--- src/tcr_pkg.sv ---
// Shared constants for the timer channel register and prescaler block
package tcr_pkg;
    localparam int NUM_CH = 6;
    localparam int IDX_W = 6;
    localparam int DAT_W = 8;
    localparam int CNT_W = 16;
    // Register indices; the byte address is four times the index
    localparam logic [IDX_W-1:0] IDX_MAIN_SC = 6'h20;
    localparam logic [IDX_W-1:0] IDX_IRQ_STATUS = 6'h38;
    localparam logic [IDX_W-1:0] IDX_IRQ_MASK = 6'h39;
    localparam logic [IDX_W-1:0] IDX_SC [NUM_CH] = '{6'h26, 6'h29, 6'h2C, 6'h2F, 6'h32, 6'h35};
    localparam logic [IDX_W-1:0] IDX_HI [NUM_CH] = '{6'h27, 6'h2A, 6'h2D, 6'h30, 6'h33, 6'h36};
    localparam logic [IDX_W-1:0] IDX_LO [NUM_CH] = '{6'h28, 6'h2B, 6'h2E, 6'h31, 6'h34, 6'h37};
    // Channel status/control fields
    localparam int SC_FLAG = 7;
    localparam int SC_IE = 6;
    localparam int SC_LINK = 5;
    localparam int SC_FUNC_A = 4;
    localparam int SC_ELS_HI = 3;
    localparam int SC_ELS_LO = 2;
    localparam int SC_TOV = 1;
    localparam int SC_MAX = 0;
    localparam logic [DAT_W-1:0] SC_RESET = 8'h00;
    localparam logic [DAT_W-1:0] ODD_SC_MASK = 8'hDF;
    // Main status/control: clock source select in bits 2..0
    localparam int CSS_W = 3;
    localparam logic [CSS_W-1:0] CSS_RESET = 3'h0;
    localparam logic [CSS_W-1:0] CSS_EXTERNAL = 3'h7;
    localparam int DIV_W = 6;
    localparam logic [DIV_W:0] DIV_ONE = 7'h01;
    localparam logic [DIV_W-1:0] DIV_RESET = 6'h00;
    localparam logic [DIV_W-1:0] DIV_STEP = 6'h01;
    localparam logic [NUM_CH-1:0] IRQ_RESET = 6'h00;
    localparam logic [31:0] WB_ZERO = 32'h00000000;
endpackage

--- src/tcr_top.sv ---
// Timer channel registers, input capture flags and counter clock prescaler
module tcr_top #(
    parameter int NUM_CH = tcr_pkg::NUM_CH,
    parameter int CNT_W = tcr_pkg::CNT_W
) (
    input wire logic I_CLK_SYS,
    input wire logic I_RST,
    input wire logic I_CE,
    input wire logic I_WB_CYC,
    input wire logic I_WB_STB,
    input wire logic I_WB_WE,
    input wire logic [7:0] I_WB_ADR,
    input wire logic [3:0] I_WB_SEL,
    input wire logic [31:0] I_WB_DAT,
    input wire logic [CNT_W-1:0] I_COUNT,
    input wire logic [NUM_CH-1:0] I_CH_PIN,
    input wire logic I_EXT_COUNT_CLOCK_PIN,
    output logic [31:0] O_WB_DAT,
    output logic O_WB_ACK,
    output logic O_COUNT_TICK,
    output logic [NUM_CH/2-1:0] O_BUFFERED_LINK,
    output logic O_IRQ
);
    logic ack_q;
    logic [31:0] rdat_q;
    logic [31:0] rdat_d;
    logic tick_q;
    logic irq_q;
    logic [NUM_CH/2-1:0] link_q;
    logic [tcr_pkg::CSS_W-1:0] css_q;
    logic [tcr_pkg::DIV_W-1:0] div_cnt_q;
    logic [tcr_pkg::DIV_W-1:0] div_mask;
    logic ext_s1_q;
    logic ext_s2_q;
    logic ext_s3_q;
    logic tick_d;
    logic [7:0] sc_q [NUM_CH];
    logic [7:0] hi_q [NUM_CH];
    logic [7:0] lo_q [NUM_CH];
    logic [NUM_CH-1:0] pin_prev_q;
    logic [NUM_CH-1:0] cap_ev;
    logic [NUM_CH-1:0] irq_st_q;
    logic [NUM_CH-1:0] irq_mask_q;
    logic req;
    logic wr;
    logic [tcr_pkg::IDX_W-1:0] idx;
    logic [7:0] wdat;

    assign req = I_WB_CYC && I_WB_STB;
    // Write lands on the edge where the master samples ack
    assign wr = req && ack_q && I_WB_WE && I_WB_SEL[0];
    assign idx = I_WB_ADR[7:2];
    assign wdat = I_WB_DAT[7:0];

    // Bus answer: one wait state, read data registered with ack
    always_ff @(posedge I_CLK_SYS) begin
        if (I_RST) begin
            ack_q <= 1'b0;
            rdat_q <= tcr_pkg::WB_ZERO;
        end else if (I_CE) begin
            ack_q <= req && !ack_q;
            rdat_q <= rdat_d;
        end
    end

    always_comb begin
        rdat_d = tcr_pkg::WB_ZERO;
        if (idx == tcr_pkg::IDX_MAIN_SC) begin
            rdat_d[tcr_pkg::CSS_W-1:0] = css_q;
        end
        if (idx == tcr_pkg::IDX_IRQ_STATUS) begin
            rdat_d[NUM_CH-1:0] = irq_st_q;
        end
        if (idx == tcr_pkg::IDX_IRQ_MASK) begin
            rdat_d[NUM_CH-1:0] = irq_mask_q;
        end
        for (int i = 0; i < NUM_CH; i++) begin
            if (idx == tcr_pkg::IDX_SC[i]) begin
                rdat_d[7:0] = sc_q[i];
            end
            if (idx == tcr_pkg::IDX_HI[i]) begin
                rdat_d[7:0] = hi_q[i];
            end
            if (idx == tcr_pkg::IDX_LO[i]) begin
                rdat_d[7:0] = lo_q[i];
            end
        end
    end

    // Clock source select register
    always_ff @(posedge I_CLK_SYS) begin
        if (I_RST) begin
            css_q <= tcr_pkg::CSS_RESET;
        end else if (I_CE && wr && idx == tcr_pkg::IDX_MAIN_SC) begin
            css_q <= wdat[tcr_pkg::CSS_W-1:0];
        end
    end

    // Free-running divider; rate n ticks when the low n bits are all ones
    always_ff @(posedge I_CLK_SYS) begin
        if (I_RST) begin
            div_cnt_q <= tcr_pkg::DIV_RESET;
        end else if (I_CE) begin
            div_cnt_q <= div_cnt_q + tcr_pkg::DIV_STEP;
        end
    end

    // Three stages: two to synchronise, the third only for edge detection
    always_ff @(posedge I_CLK_SYS) begin
        if (I_RST) begin
            ext_s1_q <= 1'b0;
            ext_s2_q <= 1'b0;
            ext_s3_q <= 1'b0;
        end else if (I_CE) begin
            ext_s1_q <= I_EXT_COUNT_CLOCK_PIN;
            ext_s2_q <= ext_s1_q;
            ext_s3_q <= ext_s2_q;
        end
    end

    always_comb begin
        div_mask = tcr_pkg::DIV_W'((tcr_pkg::DIV_ONE << css_q) - tcr_pkg::DIV_ONE);
        if (css_q == tcr_pkg::CSS_EXTERNAL) begin
            tick_d = ext_s2_q && !ext_s3_q;
        end else begin
            tick_d = (div_cnt_q & div_mask) == div_mask;
        end
    end

    always_ff @(posedge I_CLK_SYS) begin
        if (I_RST) begin
            tick_q <= 1'b0;
        end else if (I_CE) begin
            tick_q <= tick_d;
        end else begin
            tick_q <= 1'b0;
        end
    end

    // Capture edge detection per channel
    always_ff @(posedge I_CLK_SYS) begin
        if (I_RST) begin
            pin_prev_q <= '0;
        end else if (I_CE) begin
            pin_prev_q <= I_CH_PIN;
        end
    end

    always_comb begin
        for (int i = 0; i < NUM_CH; i++) begin
            logic rise;
            logic fall;
            logic is_cap;
            logic odd_idle;
            rise = I_CH_PIN[i] && !pin_prev_q[i];
            fall = !I_CH_PIN[i] && pin_prev_q[i];
            is_cap = !sc_q[i][tcr_pkg::SC_FUNC_A] && !sc_q[i][tcr_pkg::SC_LINK];
            // Odd partner of a linked even channel does nothing
            odd_idle = (i % 2 == 1) && sc_q[i - (i % 2)][tcr_pkg::SC_LINK];
            cap_ev[i] = is_cap && !odd_idle
                && ((sc_q[i][tcr_pkg::SC_ELS_HI] && fall) || (sc_q[i][tcr_pkg::SC_ELS_LO] && rise));
        end
    end

    // Value pairs carry no reset: contents are undefined until written or captured
    always_ff @(posedge I_CLK_SYS) begin
        if (I_CE) begin
            for (int i = 0; i < NUM_CH; i++) begin
                if (cap_ev[i]) begin
                    hi_q[i] <= I_COUNT[15:8];
                    lo_q[i] <= I_COUNT[7:0];
                end else if (wr && idx == tcr_pkg::IDX_HI[i]) begin
                    hi_q[i] <= wdat;
                end else if (wr && idx == tcr_pkg::IDX_LO[i]) begin
                    lo_q[i] <= wdat;
                end
            end
        end
    end

    // Status/control: flag is set by capture and cleared by writing zero; set wins
    always_ff @(posedge I_CLK_SYS) begin
        if (I_RST) begin
            for (int i = 0; i < NUM_CH; i++) begin
                sc_q[i] <= tcr_pkg::SC_RESET;
            end
        end else if (I_CE) begin
            for (int i = 0; i < NUM_CH; i++) begin
                if (wr && idx == tcr_pkg::IDX_SC[i]) begin
                    sc_q[i][6:0] <= (i % 2 == 1) ? (wdat[6:0] & tcr_pkg::ODD_SC_MASK[6:0])
                        : wdat[6:0];
                    if (!wdat[tcr_pkg::SC_FLAG]) begin
                        sc_q[i][tcr_pkg::SC_FLAG] <= 1'b0;
                    end
                end
                if (cap_ev[i]) begin
                    sc_q[i][tcr_pkg::SC_FLAG] <= 1'b1;
                end
            end
        end
    end

    always_ff @(posedge I_CLK_SYS) begin
        if (I_RST) begin
            link_q <= '0;
        end else if (I_CE) begin
            for (int p = 0; p < NUM_CH / 2; p++) begin
                link_q[p] <= sc_q[2 * p][tcr_pkg::SC_LINK];
            end
        end
    end

    // Interrupt status is write-one-to-clear; a capture in the same cycle wins
    always_ff @(posedge I_CLK_SYS) begin
        if (I_RST) begin
            irq_st_q <= tcr_pkg::IRQ_RESET;
            irq_mask_q <= tcr_pkg::IRQ_RESET;
            irq_q <= 1'b0;
        end else if (I_CE) begin
            if (wr && idx == tcr_pkg::IDX_IRQ_STATUS) begin
                irq_st_q <= (irq_st_q & ~wdat[NUM_CH-1:0]) | cap_ev;
            end else begin
                irq_st_q <= irq_st_q | cap_ev;
            end
            if (wr && idx == tcr_pkg::IDX_IRQ_MASK) begin
                irq_mask_q <= wdat[NUM_CH-1:0];
            end
            irq_q <= |(irq_st_q & irq_mask_q);
        end
    end

    assign O_WB_ACK = ack_q;
    assign O_WB_DAT = rdat_q;
    assign O_COUNT_TICK = tick_q;
    assign O_BUFFERED_LINK = link_q;
    assign O_IRQ = irq_q;
endmodule

--- config.mk ---
export PLATFORM = sky130hd
export DESIGN_NAME = tcr_top
export DESIGN_NICKNAME = d
export VERILOG_FILES = /design/src/tcr_pkg.sv /design/src/tcr_top.sv
export SDC_FILE = /design/constraint.sdc
export NUM_CORES = 1
export LEC_CHECK = 0
export ABC_CLOCK_PERIOD_IN_PS = 2800
export BUFFER_PORTS_ARGS = -buffer_cell sky130_fd_sc_hd__buf_2
export CORE_UTILIZATION = 47
export CTS_BUF_LIST = sky130_fd_sc_hd__clkbuf_4 sky130_fd_sc_hd__clkbuf_8
export DETAILED_ROUTE_END_ITERATION = 6
export HOLD_SLACK_MARGIN = 0.05
export PLACE_DENSITY = 0.66
export SLEW_MARGIN = 10
export SYNTH_ARGS = -nofsm -noshare
export SYNTH_HDL_FRONTEND = slang
export SYNTH_SLANG_ARGS = --single-unit
export TNS_END_PERCENT = 1
--- constraint.sdc ---
create_clock -name I_CLK_SYS -period 2.8 [get_ports I_CLK_SYS]
set_input_delay 0.28 -clock I_CLK_SYS [delete_from_list [all_inputs] [get_ports I_CLK_SYS]]
set_output_delay 0.28 -clock I_CLK_SYS [all_outputs]
set_load 0.01 [all_outputs]
* Word-level counts from Yosys, hierarchy flattened *
Memory sizes are Yosys's and may differ from the RTL's.
Index checks and enable logic that the tools add are counted.
Widths: inputs -> output; s select.

word-level totals
  bits of input ports = 73
  memories kept = 3
  bits in writable memories = 144
  output and inout bits = 38
  register bits after elaboration = 44
  logic and storage cells = 369

memories
  memory  words  bits a word  rd ports  clocked after memory_dff  write ports  line           RTL
  hi_q    6      8            6         0                         6            tcr_top.sv:38  logic [7:0] hi_q [NUM_CH];
  lo_q    6      8            6         0                         6            tcr_top.sv:39  logic [7:0] lo_q [NUM_CH];
  sc_q    6      8            6         0                         6            tcr_top.sv:37  logic [7:0] sc_q [NUM_CH];

cells by class
  bitwise operators = 37
  shift operators = 1
  add/subtract/negate cells = 2
  mux-type cells = 188
  reduce and logical (&&, ||, !) cells = 102
  equality and inequality tests = 23

operator list
  cell                 count
  $mux 8               30
  $mux 1               148
  $eq 6x6->1 const B   21
  $logic_and 1x1->1    67
  $mux 7               6
  $or 1x1->1           30
  $logic_not 1->1      26
  $and 6x6->6          3
  $mux 6               3
  $or 6x6->6           2
  $add 6x1->6 const B  1
  $eq 6x6->1           1
  $logic_or 1x1->1     6
  $not 6->6            1
  $reduce_or 6->1      1
  $shl 1x3->6 const A  1
  $sub 6x1->6 const B  1
  $eq 3x3->1 const B   1
  $mux 3               1
  $reduce_and 2->1     1
  $reduce_or 2->1      1
  $not 1->1            1

* Logic depth before layout (Yosys ltp) *
Gate-level depths: netlist (run 1).

  depth in word-level cells = 22
  depth in mapped cells = 9
  mapped depth without buffers = 8

* Least setup slack after synthesis (run 1) *
OpenSTA, ideal clock, no wires.

  kind = flip-flop to flip-flop
  start = register ack_q, in the netlist O_WB_ACK
  end = memory hi_q[5][0], enable pin
  data arrival time = 2.117 ns
  required time = 2.413 ns
  stages on the path, launching flop included = 7
  setup slack = 0.296 ns
  path buffers = 3
  cell sequence = dfxtp_1 nand2_1 or3_1 buf_2 buf_2 clkbuf_1 o31ai_1

RTL lines
  what                    line           RTL
  start, declared         tcr_top.sv:24  logic ack_q;
  start signal, assigned  tcr_top.sv:61  ack_q <= req && !ack_q;
  end, declared           tcr_top.sv:38

==> impl_metrics.py, run 1 <==
metrics = {
    "outcome": {
        "status": "complete, no violations",
    },
    "yosys": {
        "yosysTopAreaCellShare": 0.413,
        "yosysMostFrequentCell": "edfxtp_1",
        "syn_area_per_cell_um2": 10.9,
        "ys_seq_area_frac": 0.499,
        "synth_top_family_by_area": "simple AND/OR/NAND/NOR gates",
        "postSynthCellCount": 938,
        "synth-edff-count": 141,
        "post_synth_main_area_contributors": "edfxtp_1 41%, mux2_2 11%, dfxtp_1 8.6%",
        "synth_flop_cell": "edfxtp_1",
        "synth.mux.area_fraction": 0.145,
        "yosys-top-cells-count": "141 x edfxtp_1, 99 x mux2_2, 73 x nand2_1, 60 x nor2_1, 44 x dfxtp_1",
        "synth_compound_area_frac": 0.131,
        "synth_seq_cells": 185,
        "ys.warnings.count": 0,
        "synth-xor-area-share": 0.00427,
        "ys_types": 81,
        "syn_area_mm2": 0.0103,
        "synth-adder-area-share": 0.00244,
        "async_reset_ff_frac": 0,
        "synth.largest_area_cell": "edfxtp_1",
        "synth-simple-area-share": 0.160,
    },
    "flow_run": {
        "drv_cap": 0,
    },
    "clock_tree": {
        "cts.sinks": 185,
        "clockBufferDepth": 2,
        "htree_levels": 4,
        "clk_pin_slew_worst_paths_ns": 0.11,
        "root_buffer": "clkbuf_8",
        "cts_tree": "done",
        "cts_resized": 0,
        "numCtsBuffers": 17,
        "worstSkewPairLatency_ns": 0.49,
    },
    "floorplan": {
        "io_pins": 111,
        "dieArea_mm2": 0.0224,
        "core_area_mm2": 0.0212,
        "die_x_um": 150,
        "row_count": 53,
        "initial_utilization": 0.483,
        "die_y_um": 150,
    },
    "layout": {
        "syn_to_final_growth_pct": 9.47,
        "drive_gt1_frac": 0.261,
        "final_cells": 1269,
        "regArea_mm2": 0.00511,
        "num_antenna_cells": 0,
        "fill_cells": 1919,
        "multi_input_area_mm2": 0.00464,
        "fin_nets": 1056,
    },
    "sta": {
        "period_needed_ns": 2.40,
        "setup_tns_ns": 0,
        "finalHoldViolations": 0,
        "relSlewSlack": 0.522,
        "fmax_mhz": 416,
        "fin_skew_ns": 0.0150,
        "slew_viol_final": 0,
        "finalCritPeriodShare": 0.859,
        "grt_setup_unrepaired": "no",
        "setup_ws_ns": 0.395,
        "tightest_slew_ns": 0.713,
        "final-setup-viol-count": 0,
    },
    "worst_setup_path": {
        "cpMostUsedCell": "nand2_1",
        "cp_num_cells": 5,
        "crit_end": "lo_q[1][0]$_DFFE_PP_",
        "worstSetupEndpointType": "register",
        "critPathTopFamily": "simple AND/OR/NAND/NOR gates",
        "critPathMaxStageDelay_ns": 0.63,
        "critPathLaunchType": "register",
        "startpoint": "O_WB_ACK$_SDFFE_PP0P_",
        "critical_path_required_ns": 2.95,
        "path_buf_inv": 0,
        "reg2reg_slack_ns": 0.40,
        "cp_max_fo": 9,
        "worstSetupPathType": "reg2reg",
        "r2r_start": "O_WB_ACK$_SDFFE_PP0P_",
        "worstPathCellList": "nand2_1 -> or3_1 -> nor2_1 -> nand2_1 -> nand2_1",
        "ff2ff_path_depth": 5,
        "r2r-end": "lo_q[1][0]$_DFFE_PP_",
        "cp.arrival_ns": 2.56,
        "crit_slowest_cell": "or3_1",
    },
    "hold_path": {
        "holdCritPathClass": "in2reg",
    },
    "place": {
        "port_buffers": 57,
        "place.gp.congestion": 0.980,
        "post-place-ws_ns": 0.216,
        "dpl.cell_count": 1236,
        "dp_hpwl_um": 23300,
    },
    "grt": {
        "grt_pass1_wl_um": 47500,
        "grt_pass1_vias": 7286,
        "grt_max_degree": 53,
        "use_met3": 0.0662,
        "gr-usage-met1": 0.440,
        "grt-busiest-layer": "met1",
        "grt.overflow.total": 0,
        "grt_usage": 0.298,
        "antenna_found_initial": 0,
        "use_met2": 0.424,
    },
    "detailed_routing": {
        "drc": 0,
        "dr.pass1.iters": 5,
        "wl_per_cell_um": 25.4,
        "vias": 7936,
        "drtIter0Drc": 1188,
        "antenna_left": 0,
        "avgViaCountPerCell": 6.25,
        "totalWireLength_um": 32200,
    },
    "power": {
        "finalPower_mw": 5.65,
        "peakVddDrop_uv": 291,
        "powerDensity_mw_per_mm2": 503,
        "p_leak_nw": 4.02,
    },
}
[report_power, final]
part	switching, mW	leakage (nW)	internal [mW]
Sequential	0.0477	1.69	3.01
Clock	1.14	0.223	0.861
Combinational	0.373	2.10	0.208
[area by class of cell]
type | count | share of cell area
sequential | 185 | 0.456
multi-input combinational | 664 | 0.414
timing repair buffer | 100 | 0.0555
tap | 275 | 0.0306
clock buffer | 17 | 0.0208
clock inverter | 15 | 0.0196
inverter | 13 | 0.00435
[flip-flops by register name (all words and copies together) (netlist names), 3 cells and up]
register,count
O_BUFFERED_LINK,3
O_WB_DAT,8
css_q,3
div_cnt_q,6
hi_q,48
irq_mask_q,6
irq_st_q,6
lo_q,48
pin_prev_q,6
sc_q,45
[logic make-up after synthesis]
family | Yosys count
AOI/OAI and AO/OA | 198
other | 1
and+or+nand+nor | 299
xor gates and xnor gates | 5
buffers and inverters | 112
adders and majority gates | 2
muxes | 136
DFF | 185
[worst min-delay path by stage]
stage	startpoint	end	slack, ns	cells past startpoint
2_1_floorplan	I_EXT_COUNT_CLOCK_PIN	ext_s1_q$_SDFFE_PP0P_	0.43	2
3_3_place_gp	div_cnt_q[5]$_SDFFE_PP0P_	div_cnt_q[5]$_SDFFE_PP0P_	0.47	2
3_5_place_dp	div_cnt_q[5]$_SDFFE_PP0P_	div_cnt_q[5]$_SDFFE_PP0P_	0.47	2
4_1_cts	I_CH_PIN[4]	pin_prev_q[4]$_SDFFE_PP0P_	0.05	3
5_1_grt	I_CH_PIN[3]	pin_prev_q[3]$_SDFFE_PP0P_	0.09	3
6_report	I_CH_PIN[2]	pin_prev_q[2]$_SDFFE_PP0P_	0.07	3
[what timing repair did]
action | 4_1_cts | 5_1_grt
buffers inserted | 0 | 0
hold buffers | 1 | 0
hold endpoints to repair | 1 | 0
[layout by cell type (no fill, tap or decap), drive strengths merged, types with 4 or more instances in the layout]
cell,synthesis,final
a221oi,5,5
or3,8,8
nand3,28,28
and3,6,6
nand3b,12,12
mux2i,32,32
a31oi,9,9
a21oi,38,38
mux2,104,104
buf,72,99
nand2b,7,7
o21ai,43,43
and2,43,43
clkinv,0,5
nand4,6,6
xor2,4,4
nand2,77,77
dfxtp,44,44
clkbuf,27,17
o21a,7,7
a31o,4,4
a41oi,4,4
o22ai,10,10
conb,1,24
nor3,19,19
nor2,62,62
nor2b,11,11
inv,13,20
a211oi,13,13
a32oi,4,4
o221ai,6,6
a22oi,9,9
o311ai,7,7
o31ai,5,5
edfxtp,141,141
[routing by layer]
layer,up-vias,part of all wire
li1,3544,-
met1,3852,0.44
met2,492,0.43
met3,48,0.11
met4,0,0.028
met5,-,0
[tightest hold or removal path, stage by stage]
cell     delay (ns)
buf_2          0.10
mux2i_1        0.06
nor2_1         0.07
[per-stage QoR]
stage	hold slack [ns]	util	cell area [um2]
floorplan	0.427	-	10300
global placement	0.467	0.507	10800
detailed placement	0.472	0.507	10800
CTS	0.0526	0.529	11200
global route	0.0857	0.529	11200
finish	0.0654	0.529	11200
Power figures use the tool's default switching activity.
==> run 2, diff against run 1 <==
--- a/config.mk
+++ b/config.mk
@@ -7,11 +7,12 @@
 export LEC_CHECK = 0
 export ABC_CLOCK_PERIOD_IN_PS = 2800
 export BUFFER_PORTS_ARGS = -buffer_cell sky130_fd_sc_hd__buf_2
-export CORE_UTILIZATION = 47
+export CORE_MARGIN = 2
+export CORE_UTILIZATION = 49
 export CTS_BUF_LIST = sky130_fd_sc_hd__clkbuf_4 sky130_fd_sc_hd__clkbuf_8
 export DETAILED_ROUTE_END_ITERATION = 6
 export HOLD_SLACK_MARGIN = 0.05
-export PLACE_DENSITY = 0.66
+export PLACE_DENSITY = 0.68
 export SLEW_MARGIN = 10
 export SYNTH_ARGS = -nofsm -noshare
 export SYNTH_HDL_FRONTEND = slang
==> impl_metrics.py, run 2 (same netlist as run 1, synthesis figures left out) <==
metrics = {
    "outcome": {
        "status": "complete, no violations",
    },
    "detailed_routing": {
        "vias": 8005,
        "antenna_left": 0,
        "wl_per_cell_um": 25.6,
        "avgViaCountPerCell": 6.31,
        "drc": 0,
        "totalWireLength_um": 32500,
        "dr.pass1.iters": 7,
        "drtIter0Drc": 1261,
    },
    "layout": {
        "largestRegisters": "hi_q (48), lo_q (48), sc_q (45)",
        "final_common_cell": "edfxtp_1",
        "final_cell_area_mm2": 0.0113,
        "num_antenna_cells": 0,
        "fin_nets": 1060,
        "drive_gt1_frac": 0.260,
        "syn_to_final_growth_pct": 10.3,
        "mostFrequentLayoutCells": "141 x edfxtp_1, 99 x mux2_2, 73 x nand2_1, 60 x nor2_1, 57 x buf_2",
    },
    "worst_setup_path": {
        "cp.arrival_ns": 2.60,
        "critical_path_required_ns": 2.95,
        "reg2reg_slack_ns": 0.35,
        "ff2ff_path_depth": 5,
        "startpoint": "O_WB_ACK$_SDFFE_PP0P_",
        "critPathLaunchType": "register",
        "critPathMaxStageDelay_ns": 0.66,
        "worstSetupEndpointType": "register",
        "r2r_start": "O_WB_ACK$_SDFFE_PP0P_",
        "r2r-end": "lo_q[2][5]$_DFFE_PP_",
        "crit_slowest_cell": "or3_1",
        "cp_max_fo": 9,
        "worstPathCellList": "nand2_1 -> or3_1 -> nor3_4 -> nand2_2 -> nand2_1",
        "worstSetupPathType": "reg2reg",
        "cpMostUsedCell": "nand2_1",
    },
    "clock_tree": {
        "worstSkewPairLatency_ns": 0.49,
        "cts.sinks": 185,
        "clockBufferDepth": 2,
        "cts_setup_buffers": 0,
        "cts_tree": "done",
        "numCtsBuffers": 17,
        "htree_levels": 4,
        "clk_pin_slew_worst_paths_ns": 0.10,
        "root_buffer": "clkbuf_8",
    },
    "power": {
        "p_int_mw": 4.25,
        "p_sw_mw": 1.56,
        "p_clk_frac": 0.373,
        "p_leak_nw": 4.05,
        "p_comb_frac": 0.102,
        "powerDensity_mw_per_mm2": 514,
        "netSwitchingFraction": 0.269,
        "seqPwrFrac": 0.525,
        "peakVddDrop_uv": 359,
    },
    "sta": {
        "finalCritPeriodShare": 0.874,
        "period_needed_ns": 2.45,
        "fin_skew_ns": 0.0178,
        "relSlewSlack": 0.544,
        "fmax_mhz": 409,
        "tightest_slew_ns": 0.680,
        "setup_tns_ns": 0,
        "slew_viol_final": 0,
        "final-setup-viol-count": 0,
        "finalHoldViolations": 0,
        "grt_setup_unrepaired": "no",
        "hold_slack_ns": 0.0692,
        "setup_ws_ns": 0.353,
    },
    "place": {
        "port_buffers": 57,
        "placed_cell_area_mm2": 0.0108,
        "place.gp.congestion": 1.00,
        "dp_hpwl_um": 22800,
        "post-place-ws_ns": 0.308,
    },
    "floorplan": {
        "die_y_um": 149,
        "die_x_um": 149,
        "core_area_mm2": 0.0204,
        "initial_utilization": 0.504,
        "io_pins": 111,
        "row_count": 52,
        "dieArea_mm2": 0.0221,
    },
    "grt": {
        "grt_pass1_vias": 7454,
        "antenna_found_initial": 0,
        "grt_max_degree": 45,
        "grt.overflow.total": 0,
        "grt_usage": 0.297,
        "grt_pass1_wl_um": 47700,
    },
    "hold_path": {
        "worstHoldPathCells": 3,
        "holdPathEnd": "pin_prev_q[1]$_SDFFE_PP0P_",
        "holdCritPathClass": "in2reg",
        "hp-start": "I_CH_PIN[1]",
    },
    "flow_run": {
        "drv_cap": 0,
    },
}
-- run 2: cell types whose count changed in the layout (fill, tap and decap cells not counted) --
cell	before	now
buf_12	1	2
buf_4	41	40
bufinv_16	2	4
clkinv_4	0	1
clkinv_8	5	4
dlygate4sd3_1	1	5
inv_6	3	1
-- run 2: final cells by class --
type,instances,area [um2]
fill,1749,9050
sequential,185,5110
multi-input combinational,664,4640
timing repair buffer,104,676
tap,270,338
clock inverter,15,255
clock buffer,17,234
inverter,13,48.8
-- run 2: worst max-delay path: cells and delay by family (launching register included) --
| family | cells | cell delay [ns] |
|---|---|---|
| AND/OR/NAND/NOR | 5 | 1.73 |
| flip-flops | 1 | 0.37 |
-- run 2: metrics by stage --
| step | total power, mW | cells | utilization |
|---|---|---|---|
| floorplan | 3.48 | 961 | - |
| global placement | 3.68 | 1231 | 0.529 |
| detailed placement | 3.69 | 1231 | 0.529 |
| CTS | 5.81 | 1268 | 0.555 |
| global route | 5.97 | 1268 | 0.555 |
| finish | 5.82 | 1268 | 0.555 |
-- run 2: how the worst max path moves through the flow --
stage / end / cells after the start
2_1_floorplan: hi_q[5][0]$_DFFE_PP_ / 6
3_3_place_gp: hi_q[0][5]$_DFFE_PP_ / 5
3_5_place_dp: hi_q[0][5]$_DFFE_PP_ / 5
4_1_cts: lo_q[1][3]$_DFFE_PP_ / 5
5_1_grt: lo_q[2][5]$_DFFE_PP_ / 5
6_report: lo_q[2][5]$_DFFE_PP_ / 5
-- run 2: what timing repair did --
action,in CTS,in global routing
gates resized for setup,0,0
hold buffers,5,0
setup endpoints to repair,0,0
endpoints found under the hold margin,5,0
-- run 2: power groups by stage --
stage	combinational [mW]	sequential [mW]	clock, mW
5_1_grt	0.632	3.06	2.27
4_1_cts	0.580	3.05	2.17
6_report	0.593	3.06	2.17
2_1_floorplan	0.379	3.10	0
3_5_place_dp	0.572	3.12	0
3_3_place_gp	0.567	3.12	0
-- run 2: metal layers --
metal	routed length (um)	vias to the layer above	track usage
li1	-	3560	-
met1	14300	3887	0.443
met2	13800	496	0.431
met3	3520	62	0.0666
met4	921	0	0.0900
met5	0	-	0
==> run 3, diff against run 2 <==
--- a/config.mk
+++ b/config.mk
@@ -5,14 +5,14 @@
 export SDC_FILE = /design/constraint.sdc
 export NUM_CORES = 1
 export LEC_CHECK = 0
-export ABC_CLOCK_PERIOD_IN_PS = 2800
+export ABC_CLOCK_PERIOD_IN_PS = 2200
 export BUFFER_PORTS_ARGS = -buffer_cell sky130_fd_sc_hd__buf_2
 export CORE_MARGIN = 2
 export CORE_UTILIZATION = 49
 export CTS_BUF_LIST = sky130_fd_sc_hd__clkbuf_4 sky130_fd_sc_hd__clkbuf_8
 export DETAILED_ROUTE_END_ITERATION = 6
 export HOLD_SLACK_MARGIN = 0.05
-export PLACE_DENSITY = 0.68
+export PLACE_DENSITY = 0.71
 export SLEW_MARGIN = 10
 export SYNTH_ARGS = -nofsm -noshare
 export SYNTH_HDL_FRONTEND = slang
==> constraint.sdc (replaced) <==
create_clock -name I_CLK_SYS -period 2.2 [get_ports I_CLK_SYS]
set_input_delay 0.22 -clock I_CLK_SYS [delete_from_list [all_inputs] [get_ports I_CLK_SYS]]
set_output_delay 0.22 -clock I_CLK_SYS [all_outputs]
set_load 0.01 [all_outputs]
==> impl_metrics.py, run 3 (same netlist as run 1, synthesis figures left out) <==
metrics = {
    "outcome": {
        "status": "complete, no violations",
    },
    "clock_tree": {
        "worstSkewPairLatency_ns": 0.48,
        "clockBufferDepth": 2,
        "numCtsBuffers": 17,
        "cts_setup_buffers": 0,
        "root_buffer": "clkbuf_8",
        "cts_tree": "done",
        "clk_pin_slew_worst_paths_ns": 0.10,
        "htree_levels": 4,
        "cts.sinks": 185,
    },
    "floorplan": {
        "die_x_um": 149,
        "die_y_um": 149,
        "initial_utilization": 0.504,
        "row_count": 52,
        "io_pins": 111,
        "dieArea_mm2": 0.0221,
        "core_area_mm2": 0.0204,
    },
    "hold_path": {
        "worstHoldPathCells": 2,
        "holdCritPathClass": "in2reg",
        "holdPathEnd": "O_WB_DAT[2]$_SDFFE_PP0P_",
        "hp-start": "I_RST",
    },
    "grt": {
        "grt.overflow.total": 0,
        "grt_pass1_wl_um": 49400,
        "antenna_found_initial": 0,
        "grt_usage": 0.307,
        "grt_pass1_vias": 7778,
        "grt_max_degree": 47,
    },
    "worst_setup_path": {
        "cp.arrival_ns": 2.40,
        "r2r-end": "hi_q[1][5]$_DFFE_PP_",
        "critical_path_required_ns": 2.44,
        "worstPathCellList": "dlygate4sd3_1 -> buf_2 -> nand3b_1 -> a211oi_1 -> nor2_1 -> nand2_1 -> buf_4 -> mux2_2",
        "ff2ff_path_depth": 6,
        "crit_slowest_cell": "dlygate4sd3_1",
        "reg2reg_slack_ns": 0.07,
        "worstSetupPathType": "in2reg",
        "worstSetupEndpointType": "register",
        "r2r_start": "O_WB_ACK$_SDFFE_PP0P_",
        "critPathLaunchType": "primary input",
        "critPathMaxStageDelay_ns": 0.53,
        "cp_max_fo": 8,
    },
    "detailed_routing": {
        "wl_per_cell_um": 25.2,
        "avgViaCountPerCell": 6.27,
        "drtIter0Drc": 990,
        "drc": 0,
        "antenna_left": 0,
        "vias": 8272,
        "totalWireLength_um": 33300,
        "dr.pass1.iters": 5,
    },
    "sta": {
        "setup_tns_ns": 0,
        "fin_skew_ns": 0.0187,
        "grt_setup_unrepaired": "yes",
        "fmax_mhz": 461,
        "relSlewSlack": 0.563,
        "period_needed_ns": 2.17,
        "final-setup-viol-count": 0,
        "finalCritPeriodShare": 0.986,
        "tightest_slew_ns": 0.655,
        "slew_viol_final": 0,
        "finalHoldViolations": 0,
    },
    "place": {
        "placed_cell_area_mm2": 0.0112,
        "dp_hpwl_um": 23700,
        "place.gp.congestion": 0.993,
        "port_buffers": 57,
    },
    "layout": {
        "mostFrequentLayoutCells": "141 x edfxtp_1, 99 x mux2_2, 84 x buf_4, 71 x nand2_1, 60 x nor2_1",
        "num_antenna_cells": 0,
        "final_common_cell": "edfxtp_1",
        "fin_nets": 1111,
        "final_cell_area_mm2": 0.0117,
        "largestRegisters": "hi_q (48), lo_q (48), sc_q (45)",
        "syn_to_final_growth_pct": 14.2,
        "drive_gt1_frac": 0.296,
    },
    "power": {
        "powerDensity_mw_per_mm2": 613,
        "p_leak_nw": 4.29,
        "peakVddDrop_uv": 358,
    },
    "flow_run": {
        "drv_cap": 0,
    },
}
run 3: changes by cell type in the layout (fill, tap and decap cells not counted), moves of 2 or more:
cell and delta:
buf_4 +44, buf_12 +5, bufinv_16 -3, inv_6 +3
dlygate4sd3_1 +2, nand2_1 -2, nand2_2 +2
run 3: worst max path at each step:
| stage | startpoint | depth (start not counted) | endpoint |
|---|---|---|---|
| 6_report | I_CH_PIN[1] | 8 | lo_q[1][1]$_DFFE_PP_ |
| 4_1_cts | O_WB_ACK$_SDFFE_PP0P_ | 6 | hi_q[2][6]$_DFFE_PP_ |
| 2_1_floorplan | O_WB_ACK$_SDFFE_PP0P_ | 6 | sc_q[0][0]$_SDFFCE_PN0P_ |
| 3_3_place_gp | I_WB_ADR[3] | 8 | O_WB_DAT[2]$_SDFFE_PP0P_ |
| 5_1_grt | O_WB_ACK$_SDFFE_PP0P_ | 6 | hi_q[3][5]$_DFFE_PP_ |
| 3_5_place_dp | I_WB_ADR[4] | 7 | hi_q[4][3]$_DFFE_PP_ |
run 3: repair_timing:
item | 4_1_cts | 5_1_grt
hold buffers | 7 | 0
gates resized for setup | 0 | 2
hold endpoints to repair | 7 | 0
endpoints found under the setup margin | 0 | 47
run 3: worst max-delay path, delay by kind of cell:
family	cells	cell delay (ns)
and+or+nand+nor	3	0.49
muxes	1	0.35
buffers and inverters	3	0.85
AOI/OAI and AO/OA	1	0.50
run 3: layer usage:
layer,up-vias,part of all wire,GRT usage
li1,3660,-,-
met1,4013,0.43,0.452
met2,532,0.43,0.452
met3,67,0.10,0.0610
met4,0,0.031,0.110
met5,-,0,0
run 3: power by group:
group / switching, mW / internal, mW
logic: 0.499 / 0.321
clock network: 1.49 / 0.986
registers: 0.0563 / 3.83
run 3: stage by stage:
stage                     power, mW  std cells  hold WS, ns   util  worst slack (ns)
after floorplan                4.43        961        0.367      -            -0.145
after global placement         4.74       1280        0.461  0.550            0.0133
after detailed placement       4.75       1280        0.470  0.550          -0.00542
after CTS                      7.19       1319        0.114  0.575            0.0156
after global routing           7.40       1319        0.129  0.575           -0.0357
final                          7.18       1319        0.141  0.575            0.0314
run 3: layout make-up:
cell class,instances,area [um2]
Timing Repair Buffer,155,1130
Clock buffer,17,234
Fill cell,1765,8650
Clock inverter,15,196
Inverter,13,48.8
Tap cell,270,338
Multi-Input combinational cell,664,4650
Sequential cell,185,5110
